===== config.mk =====
export PLATFORM = sky130hd
export DESIGN_NAME = olcr_top
export DESIGN_NICKNAME = d
export VERILOG_FILES = /design/src/common/olcr_pkg.sv /design/src/logic/olcr_top.sv
export SDC_FILE = /design/constraint.sdc
export NUM_CORES = 1
export LEC_CHECK = 0
export ABC_AREA = 1
export BUFFER_PORTS_ARGS = -buffer_cell sky130_fd_sc_hd__buf_2
export CAP_MARGIN = 20
export CORE_ASPECT_RATIO = 1.75
export CORE_MARGIN = 2
export CORE_UTILIZATION = 45
export DETAILED_ROUTE_END_ITERATION = 7
export GPL_TIMING_DRIVEN = 0
export HOLD_SLACK_MARGIN = 0.03
export PLACE_DENSITY_LB_ADDON = 0.2
export RECOVER_POWER = 50
export SLEW_MARGIN = 20
export SYNTH_ARGS = -nofsm -noshare
export SYNTH_HDL_FRONTEND = slang
export SYNTH_SLANG_ARGS = --single-unit

===== constraint.sdc =====
create_clock -name CORE_CLK -period 1.7 [get_ports CORE_CLK]
set_clock_uncertainty 0.2 [all_clocks]
set_input_delay 0.34 -clock CORE_CLK [delete_from_list [all_inputs] [get_ports CORE_CLK]]
set_output_delay 0.34 -clock CORE_CLK [all_outputs]
set_load 0.01 [all_outputs]

===== src/common/olcr_pkg.sv =====
// Package with offsets, field layouts, timings and the state struct of the link control registers
`default_nettype none
package olcr_pkg;
  // ----------------------------------------------------------------
  // Register offsets
  // ----------------------------------------------------------------
  localparam logic [11:0] OFF_LINK_STATUS    = 12'h004;
  localparam logic [11:0] OFF_RESERVED_CTRL  = 12'h008;
  localparam logic [11:0] OFF_FRONT_IO       = 12'h080;
  localparam logic [11:0] OFF_LATCH_IRQ      = 12'h084;
  localparam logic [11:0] OFF_MASTER_CTRL    = 12'h100;
  localparam logic [11:0] OFF_BUS_IRQ        = 12'h104;
  // ----------------------------------------------------------------
  // Field positions
  // ----------------------------------------------------------------
  localparam int CLR_SHIFT      = 16;
  localparam int IO_SET_LSB     = 0;
  localparam int IO_CLR_LSB     = 16;
  localparam int IO_PULSE_LSB   = 24;
  localparam int IRQSTAT_LSB    = 8;
  localparam int UPDATE_BIT     = 15;
  localparam int SYSCTL_BIT     = 0;
  localparam int BUSRST_BIT     = 1;
  localparam int OUTRST_BIT     = 2;
  localparam int PORRST_BIT     = 3;
  localparam int REQLVL_LSB     = 4;
  localparam int REQTYPE_BIT    = 6;
  localparam int LED_BIT        = 7;
  localparam int ARB_LSB        = 12;
  localparam int BERR_LSB       = 14;
  localparam int SYSCTL_RD_BIT  = 16;
  localparam int BIRQ_STAT_LSB  = 16;
  localparam int BIRQ_RAW_LSB   = 24;
  localparam int NOTE_LATCH_LSB = 8;
  localparam int NUM_IO         = 7;
  localparam int NUM_BIRQ       = 8;
  // ----------------------------------------------------------------
  // Reset values
  // ----------------------------------------------------------------
  localparam logic [15:0] MASTER_RESET = 16'h0000;
  localparam logic [31:0] ZERO_WORD    = 32'h0000_0000;
  // ----------------------------------------------------------------
  // Timing (core clock 40 MHz)
  // ----------------------------------------------------------------
  localparam int CLK_MHZ      = 40;
  localparam int BERR_US_0    = 1;
  localparam int BERR_US_1    = 5;
  localparam int BERR_US_2    = 10;
  localparam int BERR_US_3    = 80;
  localparam int ARB_MS_0     = 1;
  localparam int ARB_MS_1     = 5;
  localparam int ARB_MS_2     = 10;
  localparam int ARB_MS_3     = 20;
  localparam int PULSE_PS     = 12500;
  localparam int CLK_PS       = 25000;
  localparam int PULSE_CYC    = (PULSE_PS + CLK_PS - 1) / CLK_PS;
  localparam int BERR_CYC_0   = BERR_US_0 * CLK_MHZ;
  localparam int BERR_CYC_1   = BERR_US_1 * CLK_MHZ;
  localparam int BERR_CYC_2   = BERR_US_2 * CLK_MHZ;
  localparam int BERR_CYC_3   = BERR_US_3 * CLK_MHZ;
  localparam int ARB_CYC_0    = ARB_MS_0 * CLK_MHZ * 1000;
  localparam int ARB_CYC_1    = ARB_MS_1 * CLK_MHZ * 1000;
  localparam int ARB_CYC_2    = ARB_MS_2 * CLK_MHZ * 1000;
  localparam int ARB_CYC_3    = ARB_MS_3 * CLK_MHZ * 1000;
  // ----------------------------------------------------------------
  // State of the register bank
  // ----------------------------------------------------------------
  typedef struct packed {
    logic [15:0] reserved_bits;
    logic [6:0]  static_output_level;
    logic [6:0]  out_drive;
    logic [6:0]  in_prev;
    logic [6:0]  capture;
    logic [6:0]  in_irq_en;
    logic [15:0] master;
    logic [7:0]  bus_irq_en;
    logic        update_blank;
    logic [15:0] note_prev;
    logic        note_valid;
    logic [15:0] note_data;
    logic [31:0] rdata;
    logic        rvalid;
    logic [19:0] powerup_cnt;
    logic        powerup;
    logic        backplane_reset;
    logic        board_reset;
    logic        reset_out;
    logic        bus_clock_run;
    logic        sysctl_active;
  } olcr_state_t;
endpackage : olcr_pkg
`default_nettype wire


===== src/logic/olcr_top.sv =====
// Control and status register bank of the crate controller behind the fibre link
//
// Operation
// - Link status bits 1:0 report receiver locks
// - Reserved register: set low half, clear high
// - Zero write bits leave functions unchanged
// - Seven outputs set/clear, levels read back
// - Input levels read in 22:16, output levels in 6:0, rest zero
// - Bits 30:24 pulse output, inverted when set
// - Capture status read, cleared by writing one
// - Input interrupt enables set/clear, read back
// - Input interrupt status read in 14:8
// - Master config set/clear sixteen bits apart
// - Bus-error timeout 1, 5, 10, 80 us
// - Arbitration timeout 1, 5, 10, 20 ms
// - Request line code selects BR3 to BR0
// - Release policy bit six selects behaviour
// - System controller active by bit or jumper
// - Software-only controller: no clock at power-up
// - Backplane reset at power-up when option+jumper
// - Board reset at power-up when option+jumper
// - Reset output when option+jumper, ORed POR
// - Bus interrupt enables set/clear, read back
// - Raw and enabled bus interrupts read back
// - Enabled status is enable AND line
// - Bus interrupt enables and status read zero after reset, raw lines read as driven
// - Update command blanks pending status briefly
// - Status leading edge sends notification word
`default_nettype none
module olcr_top #(
  parameter int          POWERUP_CYCLES = 4000,
  parameter int          ARB_LIMIT_0    = olcr_pkg::ARB_CYC_0,
  parameter int          ARB_LIMIT_1    = olcr_pkg::ARB_CYC_1,
  parameter int          ARB_LIMIT_2    = olcr_pkg::ARB_CYC_2,
  parameter int          ARB_LIMIT_3    = olcr_pkg::ARB_CYC_3,
  parameter logic [15:0] MASTER_INIT    = olcr_pkg::MASTER_RESET
) (
  input  wire logic        CORE_CLK,
  input  wire logic        RESET_N,
  input  wire logic        REG_WR,
  input  wire logic        REG_RD,
  input  wire logic [11:0] REG_ADDR,
  input  wire logic [31:0] REG_WDATA,
  output var  logic [31:0] REG_RDATA,
  output var  logic        REG_RVALID,
  input  wire logic        FAR_RECEIVER_LOCKED,
  input  wire logic        NEAR_RECEIVER_LOCKED,
  input  wire logic [6:0]  FRONT_INPUTS,
  output var  logic [6:0]  FRONT_OUTPUTS,
  input  wire logic [7:1]  BUS_IRQ_LINES,
  input  wire logic        JUMPER_SYSCTL,
  input  wire logic        JUMPER_BUS_RESET,
  input  wire logic        JUMPER_OUT_RESET,
  input  wire logic        JUMPER_OUT_OR_POR,
  input  wire logic        JUMPER_POR,
  output var  logic [15:0] MASTER_CONFIG,
  output var  logic        SYSCTL_ACTIVE,
  output var  logic        BUS_CLOCK_RUN,
  output var  logic        BACKPLANE_RESET,
  output var  logic        BOARD_RESET,
  output var  logic        RESET_OUTPUT,
  output var  logic        NOTIFY_VALID,
  output var  logic [15:0] NOTIFY_DATA
);

  // ----------------------------------------------------------------
  // State
  // ----------------------------------------------------------------
  olcr_pkg::olcr_state_t st;
  olcr_pkg::olcr_state_t next_st;

  logic        wr_res;
  logic        wr_io;
  logic        wr_latch;
  logic        wr_master;
  logic        wr_birq;
  logic [6:0]  in_irq_stat;
  logic [7:1]  bus_irq_stat;
  logic [15:0] note_vec;
  logic [15:0] master_set;
  logic [15:0] master_clr;
  logic [6:0]  pulse_req;
  logic [31:0] rd_word;

  // ----------------------------------------------------------------
  // Decode
  // ----------------------------------------------------------------
  assign wr_res    = REG_WR && (REG_ADDR == olcr_pkg::OFF_RESERVED_CTRL);
  assign wr_io     = REG_WR && (REG_ADDR == olcr_pkg::OFF_FRONT_IO);
  assign wr_latch  = REG_WR && (REG_ADDR == olcr_pkg::OFF_LATCH_IRQ);
  assign wr_master = REG_WR && (REG_ADDR == olcr_pkg::OFF_MASTER_CTRL);
  assign wr_birq   = REG_WR && (REG_ADDR == olcr_pkg::OFF_BUS_IRQ);

  assign in_irq_stat  = st.capture & st.in_irq_en;
  assign bus_irq_stat = st.bus_irq_en[7:1] & BUS_IRQ_LINES;

  // ----------------------------------------------------------------
  // Next state
  // ----------------------------------------------------------------
  always_comb begin
    next_st    = st;
    master_set = 16'h0000;
    master_clr = 16'h0000;
    pulse_req  = 7'h00;
    note_vec   = 16'h0000;
    rd_word    = olcr_pkg::ZERO_WORD;

    // Reserved register, set wins nothing: host avoids both at once
    if (wr_res) begin
      next_st.reserved_bits = (st.reserved_bits | REG_WDATA[15:0])
                              & ~REG_WDATA[31:16];
    end

    // Front outputs with static level and single-cycle pulse
    if (wr_io) begin
      next_st.static_output_level = (st.static_output_level
                                     | REG_WDATA[olcr_pkg::IO_SET_LSB +: olcr_pkg::NUM_IO])
                                    & ~REG_WDATA[olcr_pkg::IO_CLR_LSB +: olcr_pkg::NUM_IO];
      pulse_req = REG_WDATA[olcr_pkg::IO_PULSE_LSB +: olcr_pkg::NUM_IO];
    end
    next_st.out_drive = next_st.static_output_level ^ pulse_req;

    // Input capture: rising edge sets, a write of one clears, set wins
    next_st.in_prev = FRONT_INPUTS;
    begin
      logic [6:0] cap_clr;
      cap_clr = wr_latch ? REG_WDATA[olcr_pkg::IO_PULSE_LSB +: olcr_pkg::NUM_IO] : 7'h00;
      next_st.capture = (st.capture & ~cap_clr)
                        | (FRONT_INPUTS & ~st.in_prev);
    end

    // Input interrupt enables
    if (wr_latch) begin
      next_st.in_irq_en = (st.in_irq_en
                           | REG_WDATA[olcr_pkg::IO_SET_LSB +: olcr_pkg::NUM_IO])
                          & ~REG_WDATA[olcr_pkg::IO_CLR_LSB +: olcr_pkg::NUM_IO];
    end

    // Master configuration
    if (wr_master) begin
      master_set = REG_WDATA[15:0];
      master_clr = REG_WDATA[31:16];
    end
    next_st.master = (st.master | master_set) & ~master_clr;

    // Bus interrupt enables, bit 0 is the global enable
    if (wr_birq) begin
      next_st.bus_irq_en = (st.bus_irq_en | REG_WDATA[olcr_pkg::NUM_BIRQ-1:0])
                           & ~REG_WDATA[olcr_pkg::CLR_SHIFT +: olcr_pkg::NUM_BIRQ];
    end

    // Update command blanks the combined status for one cycle
    next_st.update_blank = (wr_latch || wr_birq) && REG_WDATA[olcr_pkg::UPDATE_BIT];

    // Combined status word and its leading-edge notification
    note_vec[olcr_pkg::NOTE_LATCH_LSB +: olcr_pkg::NUM_IO] = in_irq_stat;
    note_vec[7:1] = bus_irq_stat & {7{st.bus_irq_en[0]}};
    if (st.update_blank) begin
      note_vec = 16'h0000;
    end
    next_st.note_prev  = note_vec;
    next_st.note_valid = |(note_vec & ~st.note_prev);
    if (next_st.note_valid) begin
      next_st.note_data = note_vec;
    end

    // Power-up window after reset release
    if (st.powerup_cnt != 20'h00000) begin
      next_st.powerup_cnt = st.powerup_cnt - 20'h00001;
    end
    next_st.powerup = (st.powerup_cnt != 20'h00000);

    // System controller and reset options
    next_st.sysctl_active = st.master[olcr_pkg::SYSCTL_BIT] | JUMPER_SYSCTL;
    next_st.bus_clock_run = JUMPER_SYSCTL
                            | (st.master[olcr_pkg::SYSCTL_BIT] & ~st.powerup);
    next_st.backplane_reset = st.powerup & st.master[olcr_pkg::BUSRST_BIT]
                              & JUMPER_BUS_RESET;
    next_st.board_reset = st.powerup & st.master[olcr_pkg::PORRST_BIT]
                          & JUMPER_POR;
    next_st.reset_out = (st.master[olcr_pkg::OUTRST_BIT] & JUMPER_OUT_RESET)
                        | (JUMPER_OUT_OR_POR & st.board_reset);

    // Read mux
    unique case (REG_ADDR)
      olcr_pkg::OFF_LINK_STATUS: begin
        rd_word[1] = FAR_RECEIVER_LOCKED;
        rd_word[0] = NEAR_RECEIVER_LOCKED;
      end
      olcr_pkg::OFF_RESERVED_CTRL: begin
        rd_word[15:0] = st.reserved_bits;
      end
      olcr_pkg::OFF_FRONT_IO: begin
        rd_word[olcr_pkg::IO_SET_LSB +: olcr_pkg::NUM_IO] = st.static_output_level;
        rd_word[olcr_pkg::IO_CLR_LSB +: olcr_pkg::NUM_IO] = FRONT_INPUTS;
      end
      olcr_pkg::OFF_LATCH_IRQ: begin
        rd_word[olcr_pkg::IO_PULSE_LSB +: olcr_pkg::NUM_IO] = st.capture;
        rd_word[olcr_pkg::IO_CLR_LSB +: olcr_pkg::NUM_IO]   = FRONT_INPUTS;
        rd_word[olcr_pkg::IRQSTAT_LSB +: olcr_pkg::NUM_IO]  = in_irq_stat;
        rd_word[olcr_pkg::IO_SET_LSB +: olcr_pkg::NUM_IO]   = st.in_irq_en;
      end
      olcr_pkg::OFF_MASTER_CTRL: begin
        rd_word[15:0] = st.master;
        rd_word[olcr_pkg::SYSCTL_RD_BIT] = st.master[olcr_pkg::SYSCTL_BIT]
                                           | JUMPER_SYSCTL;
      end
      olcr_pkg::OFF_BUS_IRQ: begin
        rd_word[olcr_pkg::BIRQ_RAW_LSB +: 8]  = {BUS_IRQ_LINES, 1'b0};
        rd_word[olcr_pkg::BIRQ_STAT_LSB +: 8] = {bus_irq_stat, 1'b0};
        rd_word[olcr_pkg::NUM_BIRQ-1:0]       = st.bus_irq_en;
      end
      default: begin
        rd_word = olcr_pkg::ZERO_WORD;
      end
    endcase
    next_st.rvalid = REG_RD;
    if (REG_RD) begin
      next_st.rdata = rd_word;
    end
  end

  // ----------------------------------------------------------------
  // Registers
  // ----------------------------------------------------------------
  always_ff @(posedge CORE_CLK or negedge RESET_N) begin
    if (!RESET_N) begin
      st             <= '0;
      st.master      <= MASTER_INIT;
      st.powerup_cnt <= POWERUP_CYCLES[19:0];
      st.powerup     <= 1'b1;
    end else begin
      st <= next_st;
    end
  end

  // ----------------------------------------------------------------
  // Timeout selections
  // ----------------------------------------------------------------
  logic [11:0] berr_limit;
  logic [19:0] arb_limit;
  logic [3:0]  req_line;

  always_comb begin
    unique case (st.master[olcr_pkg::BERR_LSB +: 2])
      2'h0: berr_limit = 12'(olcr_pkg::BERR_CYC_0);
      2'h1: berr_limit = 12'(olcr_pkg::BERR_CYC_1);
      2'h2: berr_limit = 12'(olcr_pkg::BERR_CYC_2);
      2'h3: berr_limit = 12'(olcr_pkg::BERR_CYC_3);
    endcase
    unique case (st.master[olcr_pkg::ARB_LSB +: 2])
      2'h0: arb_limit = 20'(ARB_LIMIT_0);
      2'h1: arb_limit = 20'(ARB_LIMIT_1);
      2'h2: arb_limit = 20'(ARB_LIMIT_2);
      2'h3: arb_limit = 20'(ARB_LIMIT_3);
    endcase
    unique case (st.master[olcr_pkg::REQLVL_LSB +: 2])
      2'h0: req_line = 4'h8;
      2'h1: req_line = 4'h4;
      2'h2: req_line = 4'h2;
      2'h3: req_line = 4'h1;
    endcase
  end

  // ----------------------------------------------------------------
  // Configuration outputs
  // ----------------------------------------------------------------
  logic [11:0] berr_q;
  logic [19:0] arb_q;
  logic [3:0]  req_q;
  logic        policy_q;

  always_ff @(posedge CORE_CLK or negedge RESET_N) begin
    if (!RESET_N) begin
      berr_q   <= 12'h000;
      arb_q    <= 20'h00000;
      req_q    <= 4'h0;
      policy_q <= 1'b0;
    end else begin
      berr_q   <= berr_limit;
      arb_q    <= arb_limit;
      req_q    <= req_line;
      policy_q <= st.master[olcr_pkg::REQTYPE_BIT];
    end
  end

  // ----------------------------------------------------------------
  // Output wiring
  // ----------------------------------------------------------------
  assign REG_RDATA       = st.rdata;
  assign REG_RVALID      = st.rvalid;
  assign FRONT_OUTPUTS   = st.out_drive;
  assign MASTER_CONFIG   = st.master;
  assign SYSCTL_ACTIVE   = st.sysctl_active;
  assign BUS_CLOCK_RUN   = st.bus_clock_run;
  assign BACKPLANE_RESET = st.backplane_reset;
  assign BOARD_RESET     = st.board_reset;
  assign RESET_OUTPUT    = st.reset_out;
  assign NOTIFY_VALID    = st.note_valid;
  assign NOTIFY_DATA     = st.note_data;

endmodule : olcr_top
`default_nettype wire


==> impl_metrics.env <==
export IMPL_io_pins=147
export IMPL_grt_usage=0.2674
export IMPL_final_setup_tns_ns=-0.003984
export IMPL_synth_most_common_cell="nand2_1"
export IMPL_setup_viol=1
export IMPL_first_pass_iters=5
export IMPL_crit_type="in -> reg"
export IMPL_layout_cells_non_filler=1500
export IMPL_fin_crit_sh=1.002
export IMPL_drc=0
export IMPL_worstReg2RegStart="st[119]"
export IMPL_slew_headroom=0.5756
export IMPL_synth_area_um2=8578
export IMPL_cts_tree="done"
export IMPL_antenna_left=0
export IMPL_tightest_slew_ns=0.6367
export IMPL_numCtsBuffers=17
export IMPL_seq_area_frac_synth=0.4794
export IMPL_synthArstFlopShare=1.000
export IMPL_gp_congestion=0.9214
export IMPL_nFillCells=1754
export IMPL_grt_pass1_wl_um=40550
export IMPL_cp_arrival_ns=1.83
export IMPL_first_iter_violations=423
export IMPL_cts_root_buffer="clkbuf_16"
export IMPL_port_buffers=144
export IMPL_required_ns=1.82
export IMPL_stdcell_area_um2=11070
export IMPL_num_antenna_cells=0
export IMPL_syn_inst=1010
export IMPL_cts_max_path_buffers=2
export IMPL_syn2layout_area_growth_pct=29.04
export IMPL_grt_pass1_vias=7513
export IMPL_grt_max_degree=92
export IMPL_ff2ff_setup_slack_ns=0.01
export IMPL_clkTransAtPathRegs_ns=0.07
export IMPL_post_route_util=0.5931
export IMPL_drt_total_wl_um=26010
export IMPL_setup_ws_ns=-0.003984
export IMPL_yosys_warnings=0
export IMPL_placed_cell_area_um2=9638
export IMPL_vias=7513
export IMPL_ir_drop_uv=590.7
export IMPL_dp_cells=1394
export IMPL_outcome="complete, but fails checks"
export IMPL_ys_seq_elements=164
export IMPL_synth_edf_count=0
export IMPL_grt_antenna_before_repair=0
export IMPL_grt_overflow=0
export IMPL_violations="negative setup slack"
export IMPL_drive_above_1_share=0.3344
export IMPL_ys_flop_type="dfrtp_1"
export IMPL_leakagePower_nw=5.980
export IMPL_place_ws_ns=-0.3528
export IMPL_yosys_area_top_type="dfrtp_1"
export IMPL_initial_utilization=0.4596
export IMPL_rsz0062_at_grt="true"
export IMPL_clock_sinks=164
export IMPL_h_tree_depth=4
export IMPL_die_y_um=186.6
export IMPL_wl_per_cell_um=17.34
export IMPL_die_w_um=108.4
export IMPL_min_path_cells=3
export IMPL_reg2reg_to="NOTIFY_DATA[2]"
export IMPL_ys_types=40
export IMPL_ff2ff_path_depth=9
export IMPL_synth_common_cells="nand2_1, dfrtp_1, inv_1"
export IMPL_hold_start="BUS_IRQ_LINES[5]"
export IMPL_slew_viol_final=0
export IMPL_fin_crit_ns=1.704
export IMPL_min_delay_path_class="in -> reg"
export IMPL_clk_insertion_delay_late_ns=0.43
export IMPL_worstHoldEndpoint="st[81]"
export IMPL_nNetsFinal=1320
export IMPL_hpwlAfterDp_um=19760
export IMPL_drv_cap=0
export IMPL_via_per_inst=5.009
export IMPL_die_area_um2=20230
export IMPL_syn_area_per_cell_um2=8.493
export IMPL_cp_max_fo=5
export IMPL_num_rows=66
export IMPL_fmax_mhz=586.9
export IMPL_core_um2=18660
export IMPL_end_kind="flip-flop"
export IMPL_hold_violations=0
export IMPL_synth_top_area_share=0.4580
export IMPL_power_per_cell_area_nw_per_um2=751.3
export IMPL_cp_start_kind="input pin"
export IMPL_synth_area_leaders="dfrtp_1, nand2_1, buf_4"
[per-stage QoR]
stage	total power, mW	hold WS, ns
floorplan	4.353	-0.1556
global placement	4.684	0.2023
finish	8.316	0.03497
CTS	8.350	0.03074
detailed placement	4.701	0.1466
global route	8.637	0.03436
[worst max-delay path: stages]
cell	delay, ns
dlygate4sd3_1	0.54
buf_2	0.14
nand2_2	0.09
nor2_4	0.05
nand2_2	0.06
nand2_2	0.06
nor2_4	0.16
nand3_4	0.11
buf_4	0.17
nand2_1	0.05
nand2_1	0.05
[placed cells by master (no fill, tap or decap), types with 16 or more instances in the layout]
| cell type | n |
|---|---|
| o21ai_0 | 55 |
| nand3_1 | 64 |
| nand2_1 | 250 |
| inv_1 | 93 |
| dfrtp_1 | 152 |
| nand4_1 | 31 |
| nand2_2 | 28 |
| nor2_4 | 18 |
| nor2_1 | 55 |
| dlygate4sd3_1 | 53 |
| buf_2 | 142 |
| buf_4 | 94 |
| a21oi_1 | 16 |
| nor2_2 | 22 |
| a22oi_2 | 16 |
| clkbuf_16 | 17 |
| clkbuf_1 | 16 |
[worst max path at each step]
| stage | startpoint | end | slack (ns) | cells past startpoint |
|---|---|---|---|---|
| finish | BUS_IRQ_LINES[4] | NOTIFY_DATA[2] | -0.004 | 11 |
| global route | st[92] | NOTIFY_DATA[14] | -0.08 | 11 |
| CTS | st[119] | NOTIFY_DATA[12] | 0.001 | 9 |
| detailed placement | REG_ADDR[6] | st[160] | -0.35 | 8 |
| global placement | RESET_N | REG_RDATA[13] | -2.51 | 1 |
| floorplan | st[6] | st[20] | 0.03 | 7 |
[registers in the layout (all words and copies together) (netlist names)]
name and cells:
BACKPLANE_RESET 1, BOARD_RESET 1, BUS_CLOCK_RUN 1, FRONT_OUTPUTS 7, MASTER_CONFIG 16, NOTIFY_DATA 14, NOTIFY_VALID 1, REG_RDATA 32
REG_RVALID 1, RESET_OUTPUT 1, SYSCTL_ACTIVE 1, st 88
[per-layer routing]
| layer | global-route usage | share of wire | vias to the layer above |
|---|---|---|---|
| li1 | - | - | 3695 |
| met1 | 0.2835 | 0.36 | 3503 |
| met2 | 0.4947 | 0.55 | 238 |
| met3 | 0.03004 | 0.032 | 77 |
| met4 | 0.1563 | 0.061 | 0 |
| met5 | 0 | 0 | - |
[timing repair]
action                     in CTS  in global routing
setup endpoints to repair      32                 38
hold endpoints to repair      136                  0
pin swaps                       5                  9
cloned                          0                  1
hold buffers                   53                  0
gates resized for setup        19                 56
setup buffers                   8                 12
[layout make-up]
cell class | instances | area [µm²] | area share
Sequential cell | 164 | 4119 | 0.3721
Clock buffer | 18 | 429.2 | 0.03877
Timing Repair Buffer | 219 | 1445 | 0.1306
Multi-Input combinational cell | 643 | 3516 | 0.3176
Buffer | 101 | 765.7 | 0.06918
Clock inverter | 14 | 105.1 | 0.009495
Inverter | 103 | 391.6 | 0.03538
Tap cell | 238 | 297.8 | 0.02690
[power by group]
group	switching [mW]	internal (mW)
clock network	1.68	1.88
logic	0.436	0.320
registers	0.0352	3.97
[cell families after synthesis]
group / after synthesis / synth area share
flip-flops: 164 / 0.4794
buffers and inverters: 204 / 0.1329
AO/OA/AOI/OAI: 137 / 0.1060
adder cells (fa/ha/maj): 2 / 0.002917
AND/OR/NAND/NOR: 495 / 0.2711
other: 1 / 0.0004372
XOR/XNOR: 7 / 0.007147
Note: power is estimated with default switching activity, not from simulation.
